### config.mk
export PLATFORM = sky130hd
export DESIGN_NAME = bwd_top
export DESIGN_NICKNAME = d
export VERILOG_FILES = /design/src/rtl/bwd_tick.v /design/src/rtl/bwd_action.v /design/src/rtl/bwd_top.v
export VERILOG_INCLUDE_DIRS = /design/src /design/src/rtl
export SDC_FILE = /design/constraint.sdc
export NUM_CORES = 1
export LEC_CHECK = 0
export CORE_MARGIN = 10
export CORE_UTILIZATION = 69
export DETAILED_ROUTE_END_ITERATION = 10
export DONT_BUFFER_PORTS = 1
export PLACE_DENSITY = 0.89
export SETUP_SLACK_MARGIN = 0.05
export SYNTH_ARGS = -nofsm -noshare
export SYNTH_HDL_FRONTEND = slang
export SYNTH_SLANG_ARGS = --single-unit
### constraint.sdc
create_clock -name core_clk -period 3.83 [get_ports core_clk]
set_clock_uncertainty 0.1 [all_clocks]
set_input_delay 0.383 -clock core_clk [delete_from_list [all_inputs] [get_ports core_clk]]
set_output_delay 0.383 -clock core_clk [all_outputs]
set_load 0.005 [all_outputs]
### src/rtl/bwd_defs.vh
`ifndef BWD_DEFS_VH
`define BWD_DEFS_VH

// =====================================
// register offsets
`define BWD_ADDR_W          12
`define BWD_OFF_ACTION      12'h1d3
`define BWD_OFF_PINCFG      12'hc47
`define BWD_OFF_TSCALE      12'hc65
`define BWD_OFF_TOVAL       12'hc66
`define BWD_OFF_TSTAT       12'hc68
`define BWD_OFF_IRQ_STAT    12'hc70
`define BWD_OFF_IRQ_MASK    12'hc71

// =====================================
// field positions
`define BWD_ACT_SEL_HI      5
`define BWD_ACT_SEL_LO      4
`define BWD_ACT_FLAG_BIT    7
`define BWD_TSCALE_SEC_BIT  7
`define BWD_TSTAT_FLAG_BIT  0
`define BWD_IRQ_EXPIRY_BIT  0
`define BWD_IRQ_ACTION_BIT  1

// =====================================
// action encodings
`define BWD_ACT_NONE        2'h0
`define BWD_ACT_COLD_RESET  2'h1
`define BWD_ACT_PWR_CYCLE   2'h2
`define BWD_ACT_PWR_OFF     2'h3

// =====================================
// reset values
`define BWD_RST_ACTION      8'h00
`define BWD_RST_PINCFG      8'h0e
`define BWD_RST_TSCALE      8'h08
`define BWD_RST_TOVAL       8'h00
`define BWD_RST_TSTAT       8'h00

// =====================================
// timing
`define BWD_CLK_HZ          20000000
`define BWD_SEC_PER_MIN     60
`define BWD_LAST_SEC_OF_MIN 6'h3b
`define BWD_PWR_OFF_SEC     3
`define BWD_COLD_RST_CYC    16

`endif

### src/rtl/bwd_tick.v
`timescale 1ns/1ps
`include "bwd_defs.vh"
// =====================================
// unit tick: one pulse per second, and one per minute
module bwd_tick #(
	parameter SEC_CYCLES = 20000000
) (
	// clock and control
	input  wire        core_clk,
	input  wire        srst,
	input  wire        clk_en,
	input  wire        restart,
	// ticks
	output reg         sec_tick,
	output reg         min_tick
);
	reg [31:0] cyc_q;
	reg [5:0]  sec_q;

	// restart aligns the unit boundary to the feed, so a feed grants a full unit
	always @(posedge core_clk) begin
		if (srst) begin
			cyc_q    <= 32'h0;
			sec_q    <= 6'h0;
			sec_tick <= 1'b0;
			min_tick <= 1'b0;
		end else if (clk_en) begin
			sec_tick <= 1'b0;
			min_tick <= 1'b0;
			if (restart) begin
				cyc_q <= 32'h0;
				sec_q <= 6'h0;
			end else if (cyc_q == SEC_CYCLES - 1) begin
				cyc_q    <= 32'h0;
				sec_tick <= 1'b1;
				if (sec_q == `BWD_LAST_SEC_OF_MIN) begin
					sec_q    <= 6'h0;
					min_tick <= 1'b1;
				end else begin
					sec_q <= sec_q + 6'h1;
				end
			end else begin
				cyc_q <= cyc_q + 32'h1;
			end
		end
	end
endmodule

### src/rtl/bwd_action.v
`timescale 1ns/1ps
`include "bwd_defs.vh"
// =====================================
// action sequencer: drives reset and power controls once per expiry
module bwd_action #(
	parameter OFF_CYCLES = 60000000,
	parameter RST_CYCLES = 16
) (
	// clock and control
	input  wire        core_clk,
	input  wire        srst,
	input  wire        clk_en,
	// request
	input  wire        start,
	input  wire [1:0]  sel,
	// board controls
	output reg         cold_reset,
	output reg         power_en,
	output reg         busy
);
	localparam ST_IDLE = 2'h0;
	localparam ST_RST  = 2'h1;
	localparam ST_OFF  = 2'h2;
	localparam ST_DEAD = 2'h3;

	reg [1:0]  st_q;
	reg [31:0] cnt_q;

	always @(posedge core_clk) begin
		if (srst) begin
			st_q       <= ST_IDLE;
			cnt_q      <= 32'h0;
			cold_reset <= 1'b0;
			power_en   <= 1'b1;
			busy       <= 1'b0;
		end else if (clk_en) begin
			case (st_q)
				ST_IDLE: begin
					if (start) begin
						cnt_q <= 32'h0;
						case (sel)
							`BWD_ACT_COLD_RESET: begin
								st_q       <= ST_RST;
								cold_reset <= 1'b1;
								busy       <= 1'b1;
							end
							`BWD_ACT_PWR_CYCLE: begin
								st_q     <= ST_OFF;
								power_en <= 1'b0;
								busy     <= 1'b1;
							end
							`BWD_ACT_PWR_OFF: begin
								st_q     <= ST_DEAD;
								power_en <= 1'b0;
								busy     <= 1'b1;
							end
							default: st_q <= ST_IDLE;
						endcase
					end
				end
				ST_RST: begin
					if (cnt_q == RST_CYCLES - 1) begin
						st_q       <= ST_IDLE;
						cold_reset <= 1'b0;
						busy       <= 1'b0;
					end else begin
						cnt_q <= cnt_q + 32'h1;
					end
				end
				ST_OFF: begin
					// power held off the full off time before coming back
					if (cnt_q == OFF_CYCLES - 1) begin
						st_q     <= ST_IDLE;
						power_en <= 1'b1;
						busy     <= 1'b0;
					end else begin
						cnt_q <= cnt_q + 32'h1;
					end
				end
				// power off is final until the board is reset
				ST_DEAD: st_q <= ST_DEAD;
				default: st_q <= ST_IDLE;
			endcase
		end
	end
endmodule

### src/rtl/bwd_top.v
// Added by the designer: the address-and-strobe port.
`timescale 1ns/1ps
`include "bwd_defs.vh"
// Notes on behaviour
// - action bits 5:4 pick none, cold reset, power cycle or power off on expiry
// - power cycle keeps power off three seconds before restoring it
// - action register resets to zero: no action, flag clear
// - action register bit 7 reads one once a timeout has occurred
// - pin config resets to 0eh: watchdog enabled, push-pull, inverted
// - timescale bit 7 picks minutes when zero, seconds when one
// - timescale register resets to 08h
// - timeout value zero disables the watchdog; reset value is zero
// - timeout 01h to ffh arms; length is value plus one units
// - timer status reads zero while counting; resets to zero
// - timer flag reads 01h after expiry, holds until software clears it
module bwd_top #(
	parameter OFF_CYCLES = `BWD_PWR_OFF_SEC * `BWD_CLK_HZ,
	parameter SEC_CYCLES = `BWD_CLK_HZ
) (
	// clock and reset
	input  wire        core_clk,
	input  wire        srst,
	input  wire        clk_en,
	// register port
	input  wire [11:0] reg_addr,
	input  wire [7:0]  reg_wdata,
	input  wire        reg_wr,
	input  wire        reg_rd,
	output reg  [7:0]  reg_rdata,
	// board outputs
	output reg         watchdog_output_pin,
	output reg         cold_reset_q,
	output reg         power_en_q,
	output reg         irq_q
);
	// =====================================
	// registers
	reg [7:0] act_q;
	reg       act_flag_q;
	reg [7:0] pincfg_q;
	reg [7:0] tscale_q;
	reg [7:0] toval_q;
	reg       tflag_q;
	reg [8:0] count_q;
	reg [1:0] irq_stat_q;
	reg [1:0] irq_mask_q;
	reg       expire_q;

	wire      wr_toval = reg_wr && (reg_addr == `BWD_OFF_TOVAL);
	wire      sec_tick;
	wire      min_tick;
	wire      cold_rst;
	wire      pwr_en;

	function hit;
		input [11:0] a;
		input [11:0] off;
		begin
			hit = (a == off);
		end
	endfunction

	// =====================================
	// unit ticks
	bwd_tick #(
		.SEC_CYCLES(SEC_CYCLES)
	) u_tick (
		.core_clk (core_clk),
		.srst     (srst),
		.clk_en   (clk_en),
		.restart  (wr_toval),
		.sec_tick (sec_tick),
		.min_tick (min_tick)
	);

	wire unit_tick = tscale_q[`BWD_TSCALE_SEC_BIT] ? sec_tick : min_tick;
	wire armed     = (toval_q != 8'h00);
	wire expiry    = armed && (count_q == 9'h001) && unit_tick && !wr_toval;

	// =====================================
	// countdown and register writes
	always @(posedge core_clk) begin
		if (srst) begin
			act_q      <= `BWD_RST_ACTION;
			pincfg_q   <= `BWD_RST_PINCFG;
			tscale_q   <= `BWD_RST_TSCALE;
			toval_q    <= `BWD_RST_TOVAL;
			count_q    <= 9'h000;
			irq_mask_q <= 2'h0;
			expire_q   <= 1'b0;
		end else if (clk_en) begin
			expire_q <= expiry;
			if (reg_wr && hit(reg_addr, `BWD_OFF_ACTION))
				act_q <= reg_wdata;
			if (reg_wr && hit(reg_addr, `BWD_OFF_PINCFG))
				pincfg_q <= reg_wdata;
			if (reg_wr && hit(reg_addr, `BWD_OFF_TSCALE))
				tscale_q <= reg_wdata;
			if (reg_wr && hit(reg_addr, `BWD_OFF_IRQ_MASK))
				irq_mask_q <= reg_wdata[1:0];
			if (wr_toval) begin
				// feeding reloads with value plus one units
				toval_q <= reg_wdata;
				count_q <= {1'b0, reg_wdata} + 9'h001;
			end else if (armed && unit_tick && count_q != 9'h000) begin
				count_q <= count_q - 9'h001;
			end
		end
	end

	// =====================================
	// sticky flags: a set in the clearing cycle wins
	always @(posedge core_clk) begin
		if (srst) begin
			tflag_q    <= 1'b0;
			act_flag_q <= 1'b0;
			irq_stat_q <= 2'h0;
		end else if (clk_en) begin
			if (expiry)
				tflag_q <= 1'b1;
			else if (reg_wr && hit(reg_addr, `BWD_OFF_TSTAT) && reg_wdata[`BWD_TSTAT_FLAG_BIT])
				tflag_q <= 1'b0;
			if (expire_q)
				act_flag_q <= 1'b1;
			else if (reg_wr && hit(reg_addr, `BWD_OFF_ACTION) && reg_wdata[`BWD_ACT_FLAG_BIT])
				act_flag_q <= 1'b0;
			irq_stat_q <= (irq_stat_q & ~((reg_wr && hit(reg_addr, `BWD_OFF_IRQ_STAT))
				? reg_wdata[1:0] : 2'h0)) | {expire_q, expiry};
		end
	end

	// =====================================
	// action sequencer, started once per expiry
	bwd_action #(
		.OFF_CYCLES(OFF_CYCLES),
		.RST_CYCLES(`BWD_COLD_RST_CYC)
	) u_action (
		.core_clk   (core_clk),
		.srst       (srst),
		.clk_en     (clk_en),
		.start      (expire_q),
		.sel        (act_q[`BWD_ACT_SEL_HI:`BWD_ACT_SEL_LO]),
		.cold_reset (cold_rst),
		.power_en   (pwr_en),
		.busy       ()
	);

	// =====================================
	// outputs and read data
	always @(posedge core_clk) begin
		if (srst) begin
			watchdog_output_pin <= 1'b1;
			cold_reset_q        <= 1'b0;
			power_en_q          <= 1'b1;
			irq_q               <= 1'b0;
			reg_rdata           <= 8'h00;
		end else if (clk_en) begin
			// pin shows the flag inverted while bit 0 is clear, true while bit 0 is set; bit 3 enables the function
			watchdog_output_pin <= (pincfg_q[3] ? tflag_q : 1'b0) ^ pincfg_q[0] ^ 1'b1;
			cold_reset_q        <= cold_rst;
			power_en_q          <= pwr_en;
			irq_q               <= |(irq_stat_q & irq_mask_q);
			reg_rdata           <= 8'h00;
			if (reg_rd) begin
				case (reg_addr)
					`BWD_OFF_ACTION:   reg_rdata <= {act_flag_q, 1'b0, act_q[5:4], 4'h0};
					`BWD_OFF_PINCFG:   reg_rdata <= pincfg_q;
					`BWD_OFF_TSCALE:   reg_rdata <= tscale_q;
					`BWD_OFF_TOVAL:    reg_rdata <= toval_q;
					`BWD_OFF_TSTAT:    reg_rdata <= {7'h00, tflag_q};
					`BWD_OFF_IRQ_STAT: reg_rdata <= {6'h00, irq_stat_q};
					`BWD_OFF_IRQ_MASK: reg_rdata <= {6'h00, irq_mask_q};
					default:           reg_rdata <= 8'h00;
				endcase
			end
		end
	end
endmodule

==> results.sh, run 1 <==
export IMPL_clk_pin_slew_ps=60
export IMPL_max_freq_ghz=0.363
export IMPL_setup_ws_ps=1070
export IMPL_report_final_slew_viol_count=0
export IMPL_cts_buffers=17
export IMPL_cap_violations=0
export IMPL_ys_types=63
export IMPL_dpl_instance_area_um2=6630
export IMPL_grt_pass1_wl_um=31500
export IMPL_post_cts_setup_buffers=0
export IMPL_synth_area_top_cells="dfxtp_1 (40%), nor2_1 (5.4%), nand2_1 (4.9%)"
export IMPL_cts_htree_levels=4
export IMPL_antenna_cells=0
export IMPL_crit_path_end_kind="flop"
export IMPL_power_share_clock_pct=54.5
export IMPL_port_buffers=0
export IMPL_wl_um=19200
export IMPL_grt_pass1_vias=6331
export IMPL_gp_congestion=0.894
export IMPL_start_kind="flop"
export IMPL_synth_edff_count=0
export IMPL_dr_pass1_iters=6
export IMPL_period_minus_slack_ps=2760
export IMPL_arrival_ps=3030
export IMPL_rows=35
export IMPL_ios=37
export IMPL_p_leak_nw=2.56
export IMPL_avgViaCountPerCell=6.94
export IMPL_final_cell_count_no_fill=943
export IMPL_die_y_um=118
export IMPL_ys_seq_area_share_pct=39.5
export IMPL_slew_headroom_pct=26.9
export IMPL_cts_root_buf="clkbuf_8"
export IMPL_drcViolationCount=0
export IMPL_grt_max_degree=66
export IMPL_crit_type="reg2reg"
export IMPL_multiInputGateArea_um2=3770
export IMPL_track_usage_pct=26.9
export IMPL_wl_per_cell_um=20.4
export IMPL_nets=837
export IMPL_layout_drive_gt1_share_pct=6.14
export IMPL_post_cts_resize_count=0
export IMPL_internal_power_mw=2.47
export IMPL_ant_nets=0
export IMPL_dpl_worst_slack_ps=1090
export IMPL_setup_violations=0
export IMPL_clockBufferDepth=2
export IMPL_ctsHoldBuffers=14
export IMPL_seq_area_um2=2600
export IMPL_switching_share_pct=21.9
export IMPL_utilization_pct=79.9
export IMPL_p_sw_mw=0.692
export IMPL_tritoncts="built"
export IMPL_ys_seq_elements=130
export IMPL_dp_hpwl_um=11500
export IMPL_dp_cells=897
export IMPL_required_ps=4110
export IMPL_path_max_fanout=17
export IMPL_synth_nets=835
export IMPL_initial_core_util_pct=70.9
export IMPL_ys_warn_count=0
export IMPL_area_growth_pct=12.6
export IMPL_setup_tns_ps=0
export IMPL_drtIter0Drc=898
export IMPL_die_area_um2=13900
export IMPL_max_vdd_ir_drop_uv=404
export IMPL_num_vias=6545
export IMPL_fin_area_um2=7410
export IMPL_hold_violations=0
export IMPL_tightest_slew_ps=1090
export IMPL_clkLatencyLatePin_ps=530
export IMPL_holdWs_ps=26.2
export IMPL_yosys_area_top_type="dfxtp_1"
export IMPL_coreArea_um2=9280
export IMPL_syn_avg_cell_area_um2=8.24
export IMPL_n_fill_cell=559
export IMPL_netlist_area_leader_share_pct=39.5
export IMPL_cts_sinks=130
export IMPL_synthTopCellsByCount="dfxtp_1 (130), nor2_1 (95), nand2_1 (86)"
export IMPL_gr_total_overflow=0
export IMPL_p_per_area_nw_per_um2=426
export IMPL_antenna_found_initial=0
export IMPL_rsz0062_at_grt="no"
export IMPL_status="complete, no violations"
export IMPL_syn_inst=799
export IMPL_async_flop_share_pct=0
export IMPL_combPwrFrac_pct=2.6
export IMPL_min_path_type="in2reg"
export IMPL_p_seq_share_pct=43.0
export IMPL_power_mw=3.16
export IMPL_syn_area_um2=6590
export IMPL_synth_most_common_cell="dfxtp_1"
export IMPL_synth_ff_type="dfxtp_1"
export IMPL_fin_crit_sh_pct=72.0
export IMPL_r2r_setup_slack_ps=1070
export IMPL_die_x_um=118
## final timing paths
check / startpoint / endpoint / cells after the start
hold reg to reg: u_tick.sec_tick$_SDFFE_PP0P_ / u_tick.sec_tick$_SDFFE_PP0P_ / 2
setup reg to reg: u_action.st_q[0]$_SDFFE_PP0P_ / u_action.cnt_q[31]$_SDFFE_PP0P_ / 7
setup / recovery: u_action.st_q[0]$_SDFFE_PP0P_ / u_action.cnt_q[31]$_SDFFE_PP0P_ / 7
hold / removal: clk_en / u_tick.cyc_q[25]$_SDFFE_PP0P_ / 3
## power groups by stage
stage | Sequential [mW] | Combinational, mW | Clock [mW]
2_1_floorplan | 1.39 | 0.0553 | 0
3_3_place_gp | 1.39 | 0.0426 | 0
3_5_place_dp | 1.39 | 0.0442 | 0
4_1_cts | 1.36 | 0.0768 | 1.72
5_1_grt | 1.36 | 0.0849 | 1.79
6_report | 1.36 | 0.0810 | 1.72
## metal layers
layer	track usage, %	wire length (µm)
met5	0	0
met4	12.9	848
met3	8.87	2050
met2	43.8	9050
met1	31.2	7280
## layout make-up
| type | instances | area share (%) |
|---|---|---|
| flip-flops and latches | 130 | 35.1 |
| multi-input cells | 616 | 50.8 |
| inverters | 19 | 0.962 |
| clock inverters | 14 | 2.73 |
| well taps | 129 | 2.18 |
| repair buffers | 17 | 2.43 |
| clock buffers | 18 | 5.77 |
## cells in the final DEF (no fill, tap or decap), drive strengths merged, types with 5 or more instances in the layout
cell type,n
nand3,47
or4,5
inv,22
and4,9
clkbuf,18
dlygate4sd3,13
dfxtp,130
a211oi,7
or3,10
a22o,9
nand4,27
nor2,95
a21oi,54
xor2,30
a222oi,6
a21o,6
nor3b,5
o21ai,35
nor4b,8
clkinv,6
nor2b,5
nor3,29
mux2i,26
and3,16
nor4,22
xnor2,18
ha,11
nand2,86
## worst max-delay path, stage by stage, from the launching register on
cell and delay [ps]:
dfxtp_1 390, inv_1 90, ha_1 280, nand2b_1 140
and3_1 560, nand2_1 170, o21ai_1 760, nor2_1 110
## state kept, by name, indices dropped and copies added (netlist names), 6 cells and up
signal and cells:
pincfg_q 8, toval_q 8, u_tick.cyc_q 32, u_tick.sec_q 6
reg_rdata 8, u_action.cnt_q 32, tscale_q 8, count_q 9
## cell families (layout without fill, tap and decap cells)
logic type	Yosys count	count (layout)	synth area share [%]
compound gates	147	147	14.4
buf+inv	53	68	3.25
xor+xnor	48	48	6.38
mux	27	27	4.12
simple gates	383	383	30.2
flops	130	130	39.5
fa+ha+maj	11	11	2.09
No activity file was read; power rests on OpenSTA's default activity.
==> inputs of run 2 (changes only) <==
--- a/config.mk
+++ b/config.mk
@@ -7,10 +7,10 @@
 export NUM_CORES = 1
 export LEC_CHECK = 0
 export CORE_MARGIN = 10
-export CORE_UTILIZATION = 69
+export CORE_UTILIZATION = 64
 export DETAILED_ROUTE_END_ITERATION = 10
 export DONT_BUFFER_PORTS = 1
-export PLACE_DENSITY = 0.89
+export PLACE_DENSITY = 0.84
 export SETUP_SLACK_MARGIN = 0.05
 export SYNTH_ARGS = -nofsm -noshare
 export SYNTH_HDL_FRONTEND = slang
==> constraint.sdc (replaced) <==
create_clock -name core_clk -period 2.6 [get_ports core_clk]
set_clock_uncertainty 0.1 [all_clocks]
set_input_delay 0.26 -clock core_clk [delete_from_list [all_inputs] [get_ports core_clk]]
set_output_delay 0.26 -clock core_clk [all_outputs]
set_load 0.005 [all_outputs]
==> run 2 against run 1 <==
  * Clock power is 25% higher
  * Combinational power increased by 73%
  * Global-route usage fell by 0.99 points
  * First-iteration DRC count down 7.5%
  * Cell area up 1.5%
  * Hold slack improved by 7.2 ps
  * Sequential cell count stayed put
  * Clock-buffer cell count grew 3
  * Wire length shrank 2.4%
  * Non-clock buffer count increased by 22
  * Sequential share of layout area fell by 0.53 points
  * Critical path type is now in2reg
==> results.sh, run 2 (same netlist as run 1, synthesis figures left out) <==
export IMPL_dr_pass1_iters=6
export IMPL_path_cells="dlygate4sd3_1 -> nand3b_1 -> dlygate4sd3_1 -> nor4b_2 -> nand3_1 -> dlygate4sd3_1 -> a21oi_1"
export IMPL_path_max_fanout=6
export IMPL_nets=859
export IMPL_setup_violations=0
export IMPL_required_ps=2960
export IMPL_fin_area_um2=7530
export IMPL_start_kind="input port"
export IMPL_initial_core_util_pct=66.5
export IMPL_wl_um=18800
export IMPL_cap_violations=0
export IMPL_crit_path_end_kind="flop"
export IMPL_dpl_instance_area_um2=6730
export IMPL_track_usage_pct=25.9
export IMPL_antenna_found_initial=0
export IMPL_die_x_um=121
export IMPL_crit_top_cell="dlygate4sd3_1"
export IMPL_reg_top3="u_action.cnt_q x32, u_tick.cyc_q x32, count_q x9"
export IMPL_ant_nets=0
export IMPL_max_vdd_ir_drop_uv=534
export IMPL_drcViolationCount=0
export IMPL_report_final_slew_viol_count=0
export IMPL_grt_pass1_vias=6243
export IMPL_tritoncts="built"
export IMPL_n_fill_cell=690
export IMPL_avgViaCountPerCell=6.69
export IMPL_die_y_um=121
export IMPL_hold_violations=0
export IMPL_grt_pass1_wl_um=31100
export IMPL_grt_max_degree=68
export IMPL_layout_commonest_cell="dfxtp_1"
export IMPL_clockBufferDepth=2
export IMPL_critical_path_top_delay_family="buffers and inverters"
export IMPL_status="complete, no violations"
export IMPL_fin_crit_sh_pct=94.5
export IMPL_drtIter0Drc=831
export IMPL_rsz0062_at_grt="no"
export IMPL_setup_tns_ps=0
export IMPL_cts_root_buf="clkbuf_8"
export IMPL_cts_htree_levels=4
export IMPL_dp_hpwl_um=11800
export IMPL_max_freq_ghz=0.407
export IMPL_post_cts_setup_buffers=0
export IMPL_arrival_ps=2810
export IMPL_wl_per_cell_um=19.4
export IMPL_die_area_um2=14700
export IMPL_final_cell_count_no_fill=969
export IMPL_period_minus_slack_ps=2460
export IMPL_cpPeakStageDelay_ps=590
export IMPL_dp_cells=914
export IMPL_crit_slowest_cell="dlygate4sd3_1"
export IMPL_p_per_area_nw_per_um2=570
export IMPL_layout_drive_gt1_share_pct=7.54
export IMPL_ios=37
export IMPL_holdWs_ps=33.4
export IMPL_gp_congestion=0.908
export IMPL_rows=36
export IMPL_gr_total_overflow=0
export IMPL_port_buffers=0
export IMPL_cts_buffers=17
export IMPL_mostFrequentLayoutCells="dfxtp_1 (130), nor2_1 (95), nand2_1 (86), a21oi_1 (53), nand3_1 (46)"
export IMPL_crit_type="in2reg"
export IMPL_clkLatencyLatePin_ps=530
export IMPL_num_vias=6485
export IMPL_cts_sinks=130
export IMPL_antenna_cells=0
export IMPL_p_leak_nw=2.64
export IMPL_area_growth_pct=14.3
export IMPL_slew_headroom_pct=43.2
export IMPL_min_path_type="in2reg"
export IMPL_power_mw=4.29
export IMPL_clk_pin_slew_ps=60
export IMPL_tightest_slew_ps=852
export IMPL_coreArea_um2=9910
export IMPL_crit_buf_inv=3
## run 2: cell count changes in the layout (fill, tap and decap cells not counted), sizes merged
cell and delta:
buf +13, dlygate4sd3 +8, inv -4, bufinv -3, clkbuf +3, clkinv +3
clkinvlp +1, dlymetal6s4s +1
## run 2: timing repair
action,4_1_cts,5_1_grt
endpoints found under the setup margin,0,39
hold buffers,21,2
gates resized for setup,0,5
hold endpoints to repair,76,5
## run 2: power breakdown
part	internal, mW	switching (mW)
clock network	1.28	0.871
logic	0.0522	0.0876
registers	2.00	0.00466
total	3.33	0.963
## run 2: final cells by class
cell class	instances	area (µm²)	area share [%]
flip-flops and latches	130	2600	34.6
well taps	133	166	2.21
inverters	19	71.3	0.947
clock buffers	21	439	5.83
repair buffers	39	370	4.92
multi-input cells	616	3790	50.3
clock inverters	11	88.8	1.18
## run 2: worst paths after layout
| path | depth (start not counted) | slack, ps | startpoint | end |
|---|---|---|---|---|
| worst min-delay path | 3 | 30 | reg_wdata[3] | count_q[3]$_SDFFE_PP0P_ |
| worst max register to register | 6 | 170 | toval_q[7]$_SDFFE_PP0P_ | count_q[0]$_SDFFE_PP0P_ |
| worst max-delay path | 7 | 140 | reg_addr[1] | irq_mask_q[1]$_SDFFE_PP0P_ |
| worst min register to register | 2 | 380 | u_tick.min_tick$_SDFFE_PP0P_ | u_tick.min_tick$_SDFFE_PP0P_ |
## run 2: worst register-to-register path, stage by stage, from the launching register on
cell	delay (ps)
dfxtp_1	330
nor4_1	600
a211oi_1	210
a2bb2oi_2	610
nor3_1	110
a211oi_1	270
nor2_1	70
## run 2: per-stage QoR
step,setup WS [ps],utilization [%]
final,142,76.0
after global placement,198,67.9
after CTS,57.3,75.5
after detailed placement,114,67.9
after global routing,72.8,76.0
after floorplan,490,-
## run 2: routing by layer
metal  wire length, µm  share of wire (%)  GRT usage, %  vias up
li1                  -                  -             -     2954
met1              7340                 39          30.2     3051
met2              9010                 48          42.5      390
met3              1710                9.1          7.12       90
met4               694                3.7          13.9        0
met5                 0                  0             0        -
